## src/result_bank_pkg.sv

```systemverilog
// Purpose: constants and carrier types for the measurement result register bank
// Assumes: 8-bit register port with 8-bit addresses
// Notes: offsets are register addresses on the serial register port
package result_bank_pkg;

  localparam logic [7:0] OFF_INPUT_CURRENT_HIGH = 8'h17;
  localparam logic [7:0] OFF_CONVERTER_CONTROL = 8'h15;
  localparam logic [7:0] OFF_INPUT_CURRENT_LOW = 8'h18;
  localparam logic [7:0] OFF_CHARGE_CURRENT_HIGH = 8'h19;
  localparam logic [7:0] OFF_CHARGE_CURRENT_LOW = 8'h1a;
  localparam logic [7:0] OFF_INPUT_VOLTAGE_HIGH = 8'h1b;
  localparam logic [7:0] OFF_INPUT_VOLTAGE_LOW = 8'h1c;
  localparam logic [7:0] OFF_BATTERY_VOLTAGE_HIGH = 8'h1d;
  localparam logic [7:0] OFF_BATTERY_VOLTAGE_LOW = 8'h1e;
  localparam logic [7:0] OFF_SYSTEM_VOLTAGE_HIGH = 8'h1f;
  localparam logic [7:0] OFF_SYSTEM_VOLTAGE_LOW = 8'h20;
  localparam logic [7:0] OFF_THERMISTOR_RATIO_HIGH = 8'h21;
  localparam logic [7:0] OFF_PART_INFO = 8'h25;

  localparam int CONVERTER_ENABLE_BIT = 7;
  localparam int REGISTER_RESET_BIT = 7;
  localparam int DIRECTION_BIT = 7;
  localparam logic [7:0] RESULT_RESET = 8'h00;
  localparam logic [7:0] CONTROL_RESET = 8'h30;
  localparam logic [7:0] CONTROL_WRITE_MASK = 8'hf0;

  localparam int CURRENT_WIDTH = 12;
  localparam int INPUT_VOLTAGE_WIDTH = 13;
  localparam int RAIL_VOLTAGE_WIDTH = 14;
  localparam int RATIO_WIDTH = 10;

  typedef struct packed {
    logic write;
    logic read;
    logic [7:0] addr;
    logic [7:0] wdata;
  } reg_access_t;

  typedef struct packed {
    logic input_current_direction;
    logic [11:0] input_current_result;
    logic [11:0] charge_current_result;
    logic [12:0] input_voltage_result;
    logic [13:0] battery_voltage_result;
    logic [13:0] system_voltage_result;
    logic [9:0] thermistor_ratio_result;
  } sample_t;

endpackage : result_bank_pkg

```

## src/result_bank.sv

```systemverilog
// Purpose: measurement result register bank with converter enable control
// Assumes: register port is a one-cycle read/write strobe from the serial slave
// Notes: over-voltage input is asynchronous and is synchronised
//
// Summary of operation
// - input current low register holds result bits 7:0, 1mA per count
// - charge current high register bits 3:0 hold result 11:8, rest zero
// - charge current low register holds result bits 7:0, 1mA per count
// - input voltage high register bits 4:0 hold result 12:8, rest zero
// - input voltage low register holds result bits 7:0, 1mV per count
// - input over-voltage clears converter enable, halting conversions
// - battery voltage high register bits 5:0 hold result 13:8, rest zero
// - battery voltage low register holds result bits 7:0, 1mV per count
// - system voltage high register bits 5:0 hold result 13:8, rest zero
// - system voltage low register holds result bits 7:0, 1mV per count
// - thermistor high register bits 1:0 hold ratio bits 9:8, rest zero
// - all result registers read zero after reset and register reset
// - input current high holds bits 11:8 and direction flag in bit 7
// - software sets converter enable; no conversions while it is zero
// - register reset bit restores defaults then clears itself
`timescale 1ns/1ps
module result_bank
  import result_bank_pkg::*;
(
  input wire logic clk,
  input wire logic srst,
  input wire logic reg_write,
  input wire logic reg_read,
  input wire logic [7:0] reg_addr,
  input wire logic [7:0] reg_wdata,
  output logic [7:0] reg_rdata,
  output logic reg_rvalid,
  input wire logic input_over_voltage,
  input wire logic sample_valid,
  input wire sample_t sample_in,
  output logic converter_enable,
  output logic safety_timer_reset
);

  reg_access_t acc;
  sample_t held;
  logic ovp_meta;
  logic ovp_sync;
  logic [7:0] control;
  logic [7:0] next_control;
  logic reg_reset_pending;
  logic next_reg_reset_pending;
  logic [7:0] next_rdata;
  logic next_rvalid;
  logic next_timer_reset;
  logic wipe;

  assign acc = '{write: reg_write, read: reg_read, addr: reg_addr, wdata: reg_wdata};
  assign wipe = reg_reset_pending;

  function automatic logic [7:0] high_byte(input logic [15:0] v, input int w);
    logic [7:0] r;
    r = '0;
    for (int i = 8; i < 16; i++) begin
      if (i < w) begin
        r[i - 8] = v[i];
      end
    end
    return r;
  endfunction : high_byte

  sample_capture u_capture (
    .clk(clk),
    .srst(srst),
    .clear(wipe),
    .take(sample_valid && control[CONVERTER_ENABLE_BIT] && !ovp_sync),
    .sample_in(sample_in),
    .sample_out(held)
  );

  always_ff @(posedge clk) begin
    if (srst) begin
      ovp_meta <= 1'b0;
      ovp_sync <= 1'b0;
    end else begin
      ovp_meta <= input_over_voltage;
      ovp_sync <= ovp_meta;
    end
  end

  always_comb begin
    next_control = control;
    next_reg_reset_pending = 1'b0;
    next_timer_reset = 1'b0;
    if (reg_reset_pending) begin
      next_control = CONTROL_RESET;
      next_timer_reset = 1'b1;
    end else begin
      if (acc.write && acc.addr == OFF_CONVERTER_CONTROL) begin
        next_control = control & ~CONTROL_WRITE_MASK;
        next_control = next_control | (acc.wdata & CONTROL_WRITE_MASK);
      end
      if (acc.write && acc.addr == OFF_PART_INFO && acc.wdata[REGISTER_RESET_BIT]) begin
        next_reg_reset_pending = 1'b1;
      end
    end
    if (ovp_sync) begin
      next_control[CONVERTER_ENABLE_BIT] = 1'b0;
    end
  end

  always_comb begin
    next_rdata = 8'h00;
    next_rvalid = acc.read;
    unique case (acc.addr)
      OFF_INPUT_CURRENT_HIGH: begin
        next_rdata = high_byte({4'h0, held.input_current_result}, CURRENT_WIDTH);
        next_rdata[DIRECTION_BIT] = held.input_current_direction;
      end
      OFF_INPUT_CURRENT_LOW: next_rdata = held.input_current_result[7:0];
      OFF_CHARGE_CURRENT_HIGH: begin
        next_rdata = high_byte({4'h0, held.charge_current_result}, CURRENT_WIDTH);
      end
      OFF_CHARGE_CURRENT_LOW: next_rdata = held.charge_current_result[7:0];
      OFF_INPUT_VOLTAGE_HIGH: begin
        next_rdata = high_byte({3'h0, held.input_voltage_result}, INPUT_VOLTAGE_WIDTH);
      end
      OFF_INPUT_VOLTAGE_LOW: next_rdata = held.input_voltage_result[7:0];
      OFF_BATTERY_VOLTAGE_HIGH: begin
        next_rdata = high_byte({2'h0, held.battery_voltage_result}, RAIL_VOLTAGE_WIDTH);
      end
      OFF_BATTERY_VOLTAGE_LOW: next_rdata = held.battery_voltage_result[7:0];
      OFF_SYSTEM_VOLTAGE_HIGH: begin
        next_rdata = high_byte({2'h0, held.system_voltage_result}, RAIL_VOLTAGE_WIDTH);
      end
      OFF_SYSTEM_VOLTAGE_LOW: next_rdata = held.system_voltage_result[7:0];
      OFF_THERMISTOR_RATIO_HIGH: begin
        next_rdata = high_byte({6'h00, held.thermistor_ratio_result}, RATIO_WIDTH);
      end
      OFF_CONVERTER_CONTROL: next_rdata = control;
      OFF_PART_INFO: next_rdata = {reg_reset_pending, 7'h00};
      default: next_rdata = 8'h00;
    endcase
  end

  always_ff @(posedge clk) begin
    if (srst) begin
      control <= CONTROL_RESET;
      reg_reset_pending <= 1'b0;
      reg_rdata <= RESULT_RESET;
      reg_rvalid <= 1'b0;
      converter_enable <= 1'b0;
      safety_timer_reset <= 1'b0;
    end else begin
      control <= next_control;
      reg_reset_pending <= next_reg_reset_pending;
      reg_rdata <= next_rdata;
      reg_rvalid <= next_rvalid;
      converter_enable <= next_control[CONVERTER_ENABLE_BIT];
      safety_timer_reset <= next_timer_reset;
    end
  end

endmodule : result_bank

```

## src/sample_capture.sv

```systemverilog
// Purpose: holds one complete conversion sample, updated atomically
// Assumes: sample_valid is a one-cycle pulse on clk with all fields valid
// Notes: cleared by reset or register reset
`timescale 1ns/1ps
module sample_capture
  import result_bank_pkg::*;
(
  input wire logic clk,
  input wire logic srst,
  input wire logic clear,
  input wire logic take,
  input wire sample_t sample_in,
  output sample_t sample_out
);

  sample_t held;
  sample_t next_held;

  always_comb begin
    next_held = held;
    if (clear) begin
      next_held = '0;
    end else if (take) begin
      next_held = sample_in;
    end
  end

  always_ff @(posedge clk) begin
    if (srst) begin
      held <= '0;
    end else begin
      held <= next_held;
    end
  end

  assign sample_out = held;

endmodule : sample_capture
```

## config.mk

```make
export PLATFORM = sky130hd
export DESIGN_NAME = result_bank
export DESIGN_NICKNAME = d
export VERILOG_FILES = /design/src/result_bank_pkg.sv /design/src/result_bank.sv /design/src/sample_capture.sv
export SDC_FILE = /design/constraint.sdc
export NUM_CORES = 1
export LEC_CHECK = 0
export ABC_AREA = 0
export BUFFER_PORTS_ARGS = -buffer_cell sky130_fd_sc_hd__buf_2
export CAP_MARGIN = 15
export CORE_ASPECT_RATIO = 1.75
export CORE_MARGIN = 2
export CORE_UTILIZATION = 54
export CTS_BUF_LIST = sky130_fd_sc_hd__clkbuf_4
export DETAILED_ROUTE_END_ITERATION = 7
export GPL_TIMING_DRIVEN = 0
export PLACE_DENSITY = 0.81
export SLEW_MARGIN = 5
export SYNTH_ARGS = -nofsm -noshare
export SYNTH_HDL_FRONTEND = slang
export SYNTH_HIERARCHICAL = 1
export SYNTH_SLANG_ARGS = --single-unit
```

## constraint.sdc

```tcl
create_clock -name clk -period 2.04 [get_ports clk]
set_input_delay 0.306 -clock clk [delete_from_list [all_inputs] [get_ports clk]]
set_output_delay 0.306 -clock clk [all_outputs]
set_load 0.01 [all_outputs]
```

==> results of run 1 <==
[layout make-up]
type / count / area [µm²] / area share (%)
Buffer: 33 / 210.2 / 4.599
Sequential cell: 85 / 1702 / 37.23
Tap cell: 84 / 105.1 / 2.299
Inverter: 1 / 3.754 / 0.08212
Clock inverter: 7 / 137.6 / 3.011
Timing Repair Buffer: 93 / 465.4 / 10.18
Clock buffer: 9 / 67.56 / 1.478
Multi-Input combinational cell: 269 / 1879 / 41.12
[registers in the layout, summed over array words and instances, names as in the netlist]
| signal | count |
|---|---|
| reg_rvalid | 1 |
| safety_timer_reset | 1 |
| ovp_meta | 1 |
| control | 4 |
| ovp_sync | 1 |
| u_capture/sample_out | 68 |
| reg_reset_pending | 1 |
| reg_rdata | 8 |
[where the power goes]
part | internal, µW | switching, µW | leakage (µW)
logic | 97.7 | 115 | 0.000939
clock network | 739 | 566 | 0.000106
registers | 1660 | 1.09 | 0.000685
[metal layers]
metal / share of wire, % / wire (µm)
met4: 4.2 / 412
met1: 38 / 3715
met5: 0 / 0
met2: 52 / 5001
met3: 5.9 / 570
[per-stage QoR]
stage | instances | cell area (µm²)
final | 581 | 4571
after global routing | 581 | 4571
after CTS | 581 | 4571
after detailed placement | 565 | 4365
after global placement | 565 | 4365
after floorplan | 388 | 3795
[how the worst max path moves through the flow]
stage	start	to	cells after the start
final	reg_addr[5]	reg_rdata[1]$_SDFF_PP0_	7
after global routing	reg_addr[7]	reg_rdata[1]$_SDFF_PP0_	7
after CTS	reg_addr[5]	reg_rdata[1]$_SDFF_PP0_	7
after detailed placement	reg_addr[5]	reg_rdata[1]$_SDFF_PP0_	7
after global placement	reg_addr[5]	reg_rdata[1]$_SDFF_PP0_	7
after floorplan	reg_addr[7]	reg_rdata[5]$_SDFF_PP0_	5
==> run metrics, run 1 <==
R2R depth 7; Syn Area/Cell between 9 and 10 µm²; commonest non-fill, non-tap cell in the layout buf_2; Placer Congestion about 0.91; NumNets Final 590; crit-path cells buf_2, nor4b_1, clkbuf_1, nand3_1, o32ai_1, a21oi_1, a21oi_1; first drt pass iteration count 4; Post-Place Setup Slack about 89 ps; row cnt 40; layout cells sized above 1 28.77%; fmax around 0.65 GHz; Iteration-0 DRC Markers 252; Hold Path Cell Cnt 2; CP most frequent cell a21oi_1; Hold Path End ovp_meta$_SDFF_PP0_; global route overflow 0; total routed wirelength ~9.7 mm; io pins 109; first-pass GRT wire length about 15 mm; VDD IR max around 0.43 mV; final hold slack approximately 60 ps; fill count approximately 540; Net Count, Synth 486; final hold vios 0; final-report setup violation count 0; total track usage between 20% and 30%; CTS hold repair buffers 0; clock-pin slew on the worst setup and hold paths 120 ps; Root Buffer clkbuf_4; crit path launch type primary input; gr busiest metal met2; Hold Path Class primary input to register; CP max stage delay ~500 ps; Die W 67.37 µm; antenna violations before repair 0; status complete, no violations; P per Cell Area ~700 nW/µm²; Final Skew about 7.3 ps; vias in the first global route about 3100; Slew Limit Fails 0; Die ar. about 7700 µm²; met3 usage 6.947%; worst reg2reg path startpoint control[7]$_SDFFE_PP0P_; CTS buffer count 9; Final Critical Period around 1500 ps; Crit Path Category primary input to register; via/cell ratio approximately 5.4; largest net degree at the start of global routing 15; Synth Cell Area 3795 µm²; Critical Path AT approximately 1900 ps; reg2reg setup slack about 570 ps; met2 Use GR between 40 and 50%; measured slew at the worst slew-check pin slightly below 700 ps; post-cts sizing count 0; worst rel slew slack 53.93%; post-CTS setup buffers 0; Finished Core Util between 60% and 70%; final total power 3181 µW; M1 GR Usage 29.93%; Crit path max-delay family simple AND/OR/NAND/NOR gates; Mapped Cells 388; Min-Delay Startpoint input_over_voltage; crit share post-route 75.16%; DRC 0; number of I/O port buffers 93; Initial Utilization 55.35%; post-route ant nets 0; CP Max Fanout 10; Buf/Inv on CP 2; CTS tree done; diode count 0; DP HPWL about 7.5 mm; Worst R2R End u_capture/sample_out[42]$_SDFFE_PP0P_; area delta synth->final 20.44%; WL/cell roughly 17 µm; RSZ-0062 raised after global routing false; maxcap violations 0; endpoint type of the worst setup path register; core box area 6857 µm²; Worst-Skew Late Latency roughly 450 ps; Sink Count between 80 and 90; die height approximately 110 µm; synth warn 6; H-tree levels 3; Lkg Pwr about 0.0017 µW; CTS max path bufs 2; via count between 3000 and 4000; setup TNS 0 ps; Slowest cell on crit path nor4b_1; most frequent cells in the layout 102 x buf_2, 85 x dfxtp_1, 81 x mux2i_1; setup ws final 506.7 ps; worst endpoint required time about 2400 ps
Note: power is estimated with default switching activity, not from simulation.
==> run 2: changes to the inputs <==
Settings changed: CORE_UTILIZATION 54 to 49, PLACE_DENSITY 0.81 to 0.77.
Clock period 2.04 ns to 1.3 ns, I/O delays scaled along.
==> run 2 against run 1 <==
Effect of this change: the flow now finishes with violations (setup timing); combinational power rose by 140%; total power grew 37%; worst hold slack lost 55 ps; sequential power grew 57%; non-clock buffer count up 74; cell count grew 13%; clock power down 5%; clock skew rose by 0.84 ps; first-iteration DRC count shrank 20%; via count grew 11%; global-route usage decreased by 0.44 points; setup slack got worse by 550 ps; critical endpoint is now reg_rdata[7]$_SDFF_PP0_; largest cell class unchanged; largest power group unchanged.
==> run metrics, run 2 (synthesis gave the netlist of run 1 again) <==
status finished, violations left (was complete, no violations); failing checks setup timing; final total power 4356 µW (was 3181 µW); final-report setup violation count 6 (was 0); Logic pwr share 11.9% (was 6.7%); die height 120.4 µm (was 114.9 µm); first-pass GRT wire length 17.22 mm (was 15.17 mm); Hold Path Class primary input to register (unchanged); Die ar. 8492 µm² (was 7740 µm²); Crit path max-delay family simple AND/OR/NAND/NOR gates (unchanged); final hold vios 0 (unchanged); Clk pwr share 28.2% (was 41.0%); maxcap violations 0 (unchanged); worst endpoint required time 1660 ps (was 2410 ps); crit-path cells buf_8, or2_4, or4_4, a211oi_4, o21ai_4, a41oi_2 (was buf_2, nor4b_1, clkbuf_1, nand3_1, o32ai_1, a21oi_1, a21oi_1); RSZ-0062 raised after global routing true (was false); Placer Congestion 0.9034 (was 0.9128); Buf/Inv on CP 1 (was 2); most frequent cells in the layout 97 x buf_2, 84 x dfxtp_1, 81 x mux2i_1 (was 102 x buf_2, 85 x dfxtp_1, 81 x mux2i_1); Initial Utilization 50.50% (was 55.35%); CTS tree done (unchanged); Final Skew 8.173 ps (was 7.334 ps); worst rel slew slack 67.42% (was 53.93%); Lkg Pwr 0.002050 µW (was 0.001730 µW); CTS buffer count 9 (unchanged); number of I/O port buffers 93 (unchanged); Critical path origin reg_addr[7] (was reg_addr[5]); Post-Place Setup Slack -525.7 ps (was 89.02 ps); measured slew at the worst slew-check pin 486.0 ps (was 685.8 ps); area delta synth->final 40.69% (was 20.44%); Die W 70.53 µm (was 67.37 µm); total track usage 26.35% (was 26.80%); post-route ant nets 0 (unchanged); H-tree levels 3 (unchanged); Sink Count 85 (unchanged); switching share of power 23.98% (was 21.43%); clock-pin slew on the worst setup and hold paths 110 ps (was 120 ps); Crit Path Category primary input to register (unchanged); Min-Delay Startpoint sample_in[39] (was input_over_voltage); global route overflow 0 (unchanged); VDD IR max 0.6522 mV (was 0.4334 mV); sequential power share 59.9% (was 52.3%); DRC 0 (unchanged); Iteration-0 DRC Markers 201 (was 252); via/cell ratio 5.317 (was 5.444); commonest non-fill, non-tap cell in the layout buf_2 (unchanged); largest net degree at the start of global routing 13 (was 15); fmax between 0.7 and 0.8 GHz; WL/cell 16.83 µm (was 16.69 µm); crit share post-route 103.0%; worst reg2reg path startpoint control[7]$_SDFFE_PP0P_ (unchanged); io pins 109 (unchanged); Worst-Skew Late Latency 440 ps (was 450 ps); CP Max Fanout 8 (was 10); switching pwr 1045 µW (was 681.5 µW); core box area 7515 µm² (was 6857 µm²); via count 3504 (was 3163); DP HPWL 7.551 mm (was 7.477 mm); CP max stage delay 530 ps (was 500 ps); row cnt 42 (was 40); Pint 3312 µW (was 2499 µW); vias in the first global route 3496 (was 3128); total routed wirelength 11.09 mm (was 9.699 mm); first drt pass iteration count 5 (was 4); crit path launch type primary input (unchanged); Final Critical Period roughly 1300 ps; layout cells sized above 1 28.95% (was 28.77%); setup ws final -38.51 ps (was 506.7 ps); Slew Limit Fails 0 (unchanged); endpoint type of the worst setup path register (unchanged); CTS max path bufs 2 (unchanged); Root Buffer clkbuf_4 (unchanged); NumNets Final 664 (was 590); Slowest cell on crit path or4_4 (was nor4b_1); max reg flops 68 (unchanged); antenna violations before repair 1 (was 0); Critical Path AT 1700 ps (was 1900 ps); P per Cell Area 816.0 nW/µm² (was 695.9 nW/µm²)
-- run 2: final cells by class --
type / count / area (µm²)
Inverter: 1 / 3.754
Clock inverter: 4 / 16.27
Antenna cell: 1 / 2.502
Fill cell: 590 / 2176
Tap cell: 88 / 110.1
Buffer: 33 / 271.5
Sequential cell: 85 / 1703
Timing Repair Buffer: 167 / 1202
Clock buffer: 11 / 82.58
Multi-Input combinational cell: 269 / 1947
-- run 2: timing repair --
item                                   4_1_cts  5_1_grt
endpoints found under the hold margin       66        0
gates resized for setup                     22       22
hold buffers                                66        0
setup endpoints to repair                   65       62
setup buffers                                5        3
pin swaps                                    0        1
-- run 2: power groups by stage --
stage,sequential [µW],clock [µW],combinational [µW]
2_1_floorplan,2670,0,149
3_3_place_gp,2670,0,329
3_5_place_dp,2670,0,333
4_1_cts,2610,1250,497
5_1_grt,2610,1340,556
6_report,2610,1230,519
-- run 2: layer usage --
| layer | track usage (%) | share of wire, % |
|---|---|---|
| met5 | 0 | 0 |
| met4 | 16.23 | 4.3 |
| met3 | 3.000 | 4.7 |
| met2 | 46.40 | 52 |
| met1 | 29.78 | 39 |
-- run 2: path summary, 6_finish.rpt --
check,endpoint,slack [ps],depth (start not counted)
max,reg_rdata[7]$_SDFF_PP0_,-40,6
min,u_capture/sample_out[39]$_SDFFE_PP0P_,4,3
max reg2reg,u_capture/sample_out[44]$_SDFFE_PP0P_,-30,7
min reg2reg,control[7]$_SDFFE_PP0P_,430,1
-- run 2: worst reg2reg max path: cells and delay by family (launching register included) --
kind | cells | cell delay, ps
buf+inv | 3 | 450
flops | 1 | 350
mux | 1 | 240
simple gates | 3 | 180
-- run 2: metrics by stage --
step                hold WS [ps]  TNS [ps]  instance area [µm²]  instances  utilization, %
floorplan                  322.1     -1812                 3795        388               -
global placement           406.9     -9438                 4370        569           58.16
detailed placement         415.9    -11080                 4370        569           58.16
CTS                        1.487         0                 5253        655           69.90
global route               18.81     -1463                 5339        659           71.05
finish                     4.329    -135.9                 5339        659           71.05
==> run 3: changes to the inputs <==
Settings changed: CTS_BUF_LIST sky130_fd_sc_hd__clkbuf_4 to sky130_fd_sc_hd__clkbuf_2, PLACE_DENSITY 0.77 to 0.75, SLEW_MARGIN 5 to default.
==> run 3 against run 2 <==
Effect of this change: the flow still finishes with violations (setup timing); sequential share of layout area barely moved; core utilization is 0.12 points higher; routed wire length increased by 3.7%; fmax rose by 0.43%; register-to-register slack hardly changed; cell count increased by 1.4%; global-route usage is 1.2 points higher; setup slack improved by 5.8 ps; clock skew rose by 11 ps; worst hold slack improved by 77 ps; total power down 3.9%; critical endpoint is now u_capture/sample_out[43]$_SDFFE_PP0P_; largest power group unchanged.
==> run metrics, run 3 (synthesis gave the netlist of run 1 again) <==
Worst-Skew Late Latency 560 ps (was 440 ps); Die W 70.53 µm (unchanged); worst reg2reg path startpoint control[7]$_SDFFE_PP0P_ (unchanged); Die ar. 8492 µm² (unchanged); core box area 7515 µm² (unchanged); Initial Utilization 50.50% (unchanged); clock-pin slew on the worst setup and hold paths 200 ps (was 110 ps); max reg flops 68 (unchanged); Worst R2R End u_capture/sample_out[43]$_SDFFE_PP0P_ (was u_capture/sample_out[44]$_SDFFE_PP0P_); layout cells sized above 1 26.47% (was 28.95%); CTS max path bufs 2 (unchanged); maxcap violations 0 (unchanged); Min-Delay Startpoint reg_addr[6] (was sample_in[39]); P per Cell Area 782.9 nW/µm² (was 816.0 nW/µm²); Hold Path Cell Cnt 4 (was 3); VDD IR max 0.7332 mV (was 0.6522 mV); vias in the first global route 3635 (was 3496); largest net degree at the start of global routing 13 (unchanged); H-tree levels 3 (unchanged); crit share post-route 102.5% (was 103.0%); global route overflow 0 (unchanged); failing checks setup timing (unchanged); status finished, violations left (unchanged); final hold vios 0 (unchanged); setup ws final -32.72 ps (was -38.51 ps); Hold Path End reg_rdata[7]$_SDFF_PP0_ (was u_capture/sample_out[39]$_SDFFE_PP0P_); row cnt 42 (unchanged); first drt pass iteration count 5 (unchanged); NumNets Final 672 (was 664); worst rel slew slack 62.92% (was 67.42%); number of I/O port buffers 93 (unchanged); post-route ant nets 0 (unchanged); commonest non-fill, non-tap cell in the layout buf_2 (unchanged); CTS buffer count 9 (unchanged); Post-Place Setup Slack -560.3 ps (was -525.7 ps); fmax 0.7503 GHz (was 0.7471 GHz); Lkg Pwr 0.002053 µW (was 0.002050 µW); Hold Path Class primary input to register (unchanged); most frequent cells in the layout 98 x buf_2, 82 x dfxtp_1, 79 x mux2i_1 (was 97 x buf_2, 84 x dfxtp_1, 81 x mux2i_1); CP Max Fanout 10 (was 8); first-pass GRT wire length 17.82 mm (was 17.22 mm); WL/cell 17.22 µm (was 16.83 µm); area delta synth->final 40.92% (was 40.69%); die height 120.4 µm (unchanged); final total power 4187 µW (was 4356 µW); Final Skew 19.37 ps (was 8.173 ps); reg2reg setup slack -30 ps (about the same); DP HPWL 7.503 mm (was 7.551 mm); via/cell ratio 5.419 (was 5.317); io pins 109 (unchanged); measured slew at the worst slew-check pin 556.2 ps (was 486.0 ps); antenna violations before repair 2 (was 1); worst endpoint required time 1780 ps (was 1660 ps); via count 3620 (was 3504); total routed wirelength 11.50 mm (was 11.09 mm); CTS tree done (unchanged); Critical Path AT 1810 ps (was 1700 ps); Slew Limit Fails 0 (unchanged); final-report setup violation count 11 (was 6); total track usage 27.56% (was 26.35%); crit path launch type register (was primary input); final hold slack 81.70 ps (was 4.329 ps); Sink Count 85 (unchanged); Placer Congestion 0.8763 (was 0.9034); R2R depth 7 (unchanged); Root Buffer clkbuf_2 (was clkbuf_4); endpoint type of the worst setup path register (unchanged); Final Critical Period 1333 ps (was 1339 ps); DRC 0 (unchanged); Iteration-0 DRC Markers 224 (was 201); Crit Path Category register to register (was primary input to register); RSZ-0062 raised after global routing true (unchanged)
[run 3: per-stage QoR]
step	area (µm²)	setup TNS [ps]	cells	util (%)
after detailed placement	4370	-12150	569	58.16
after global placement	4370	-10860	569	58.16
after floorplan	3795	-1812	388	-
final	5348	-173.5	668	71.16
after CTS	5266	-12.56	663	70.08
after global routing	5348	-2633	668	71.16
[run 3: cell type report]
type | instances | area (µm²)
diodes | 2 | 5.005
plain buffers | 33 | 264.0
clock buffers | 10 | 50.05
clock inverters | 5 | 18.77
fillers | 556 | 2167
inverters | 1 | 3.754
multi-input cells | 269 | 1898
flip-flops and latches | 85 | 1705
well taps | 88 | 110.1
repair buffers | 175 | 1292
[run 3: timing repair]
item / in CTS / in global routing
endpoints found under the hold margin: 75 / 0
hold buffers: 75 / 0
gates resized for setup: 13 / 11
cloned: 0 / 1
setup buffers: 4 / 2
endpoints found under the setup margin: 60 / 69
[run 3: worst max-delay path: stages (launching register included)]
cell,delay (ps)
dfxtp_2,390
nand2_1,50
nor2_1,90
buf_4,150
buf_12,160
buf_12,150
mux2i_1,210
nor2_1,70
[run 3: per-layer routing]
layer	track usage (%)	wire [µm]
met5	0	0
met4	18.75	477
met3	6.333	745
met2	47.05	6069
met1	29.65	4208
[run 3: worst max-delay path by stage]
stage / from / end / slack, ps / cells past startpoint
after floorplan: reg_addr[7] / reg_rdata[7]$_SDFF_PP0_ / -190 / 5
after global placement: reg_addr[7] / reg_rdata[6]$_SDFF_PP0_ / -510 / 6
after detailed placement: reg_addr[1] / reg_rdata[6]$_SDFF_PP0_ / -560 / 6
after CTS: control[7]$_SDFFE_PP0P_ / u_capture/sample_out[49]$_SDFFE_PP0P_ / -6 / 7
after global routing: control[7]$_SDFFE_PP0P_ / u_capture/sample_out[43]$_SDFFE_PP0P_ / -100 / 7
final: control[7]$_SDFFE_PP0P_ / u_capture/sample_out[43]$_SDFFE_PP0P_ / -30 / 7
[run 3: power breakdown]
part           switching [µW]  internal, µW  leakage (µW)
clock network             828           219     0.0000494
registers                1.84          2620      0.000687
logic                     221           301       0.00132
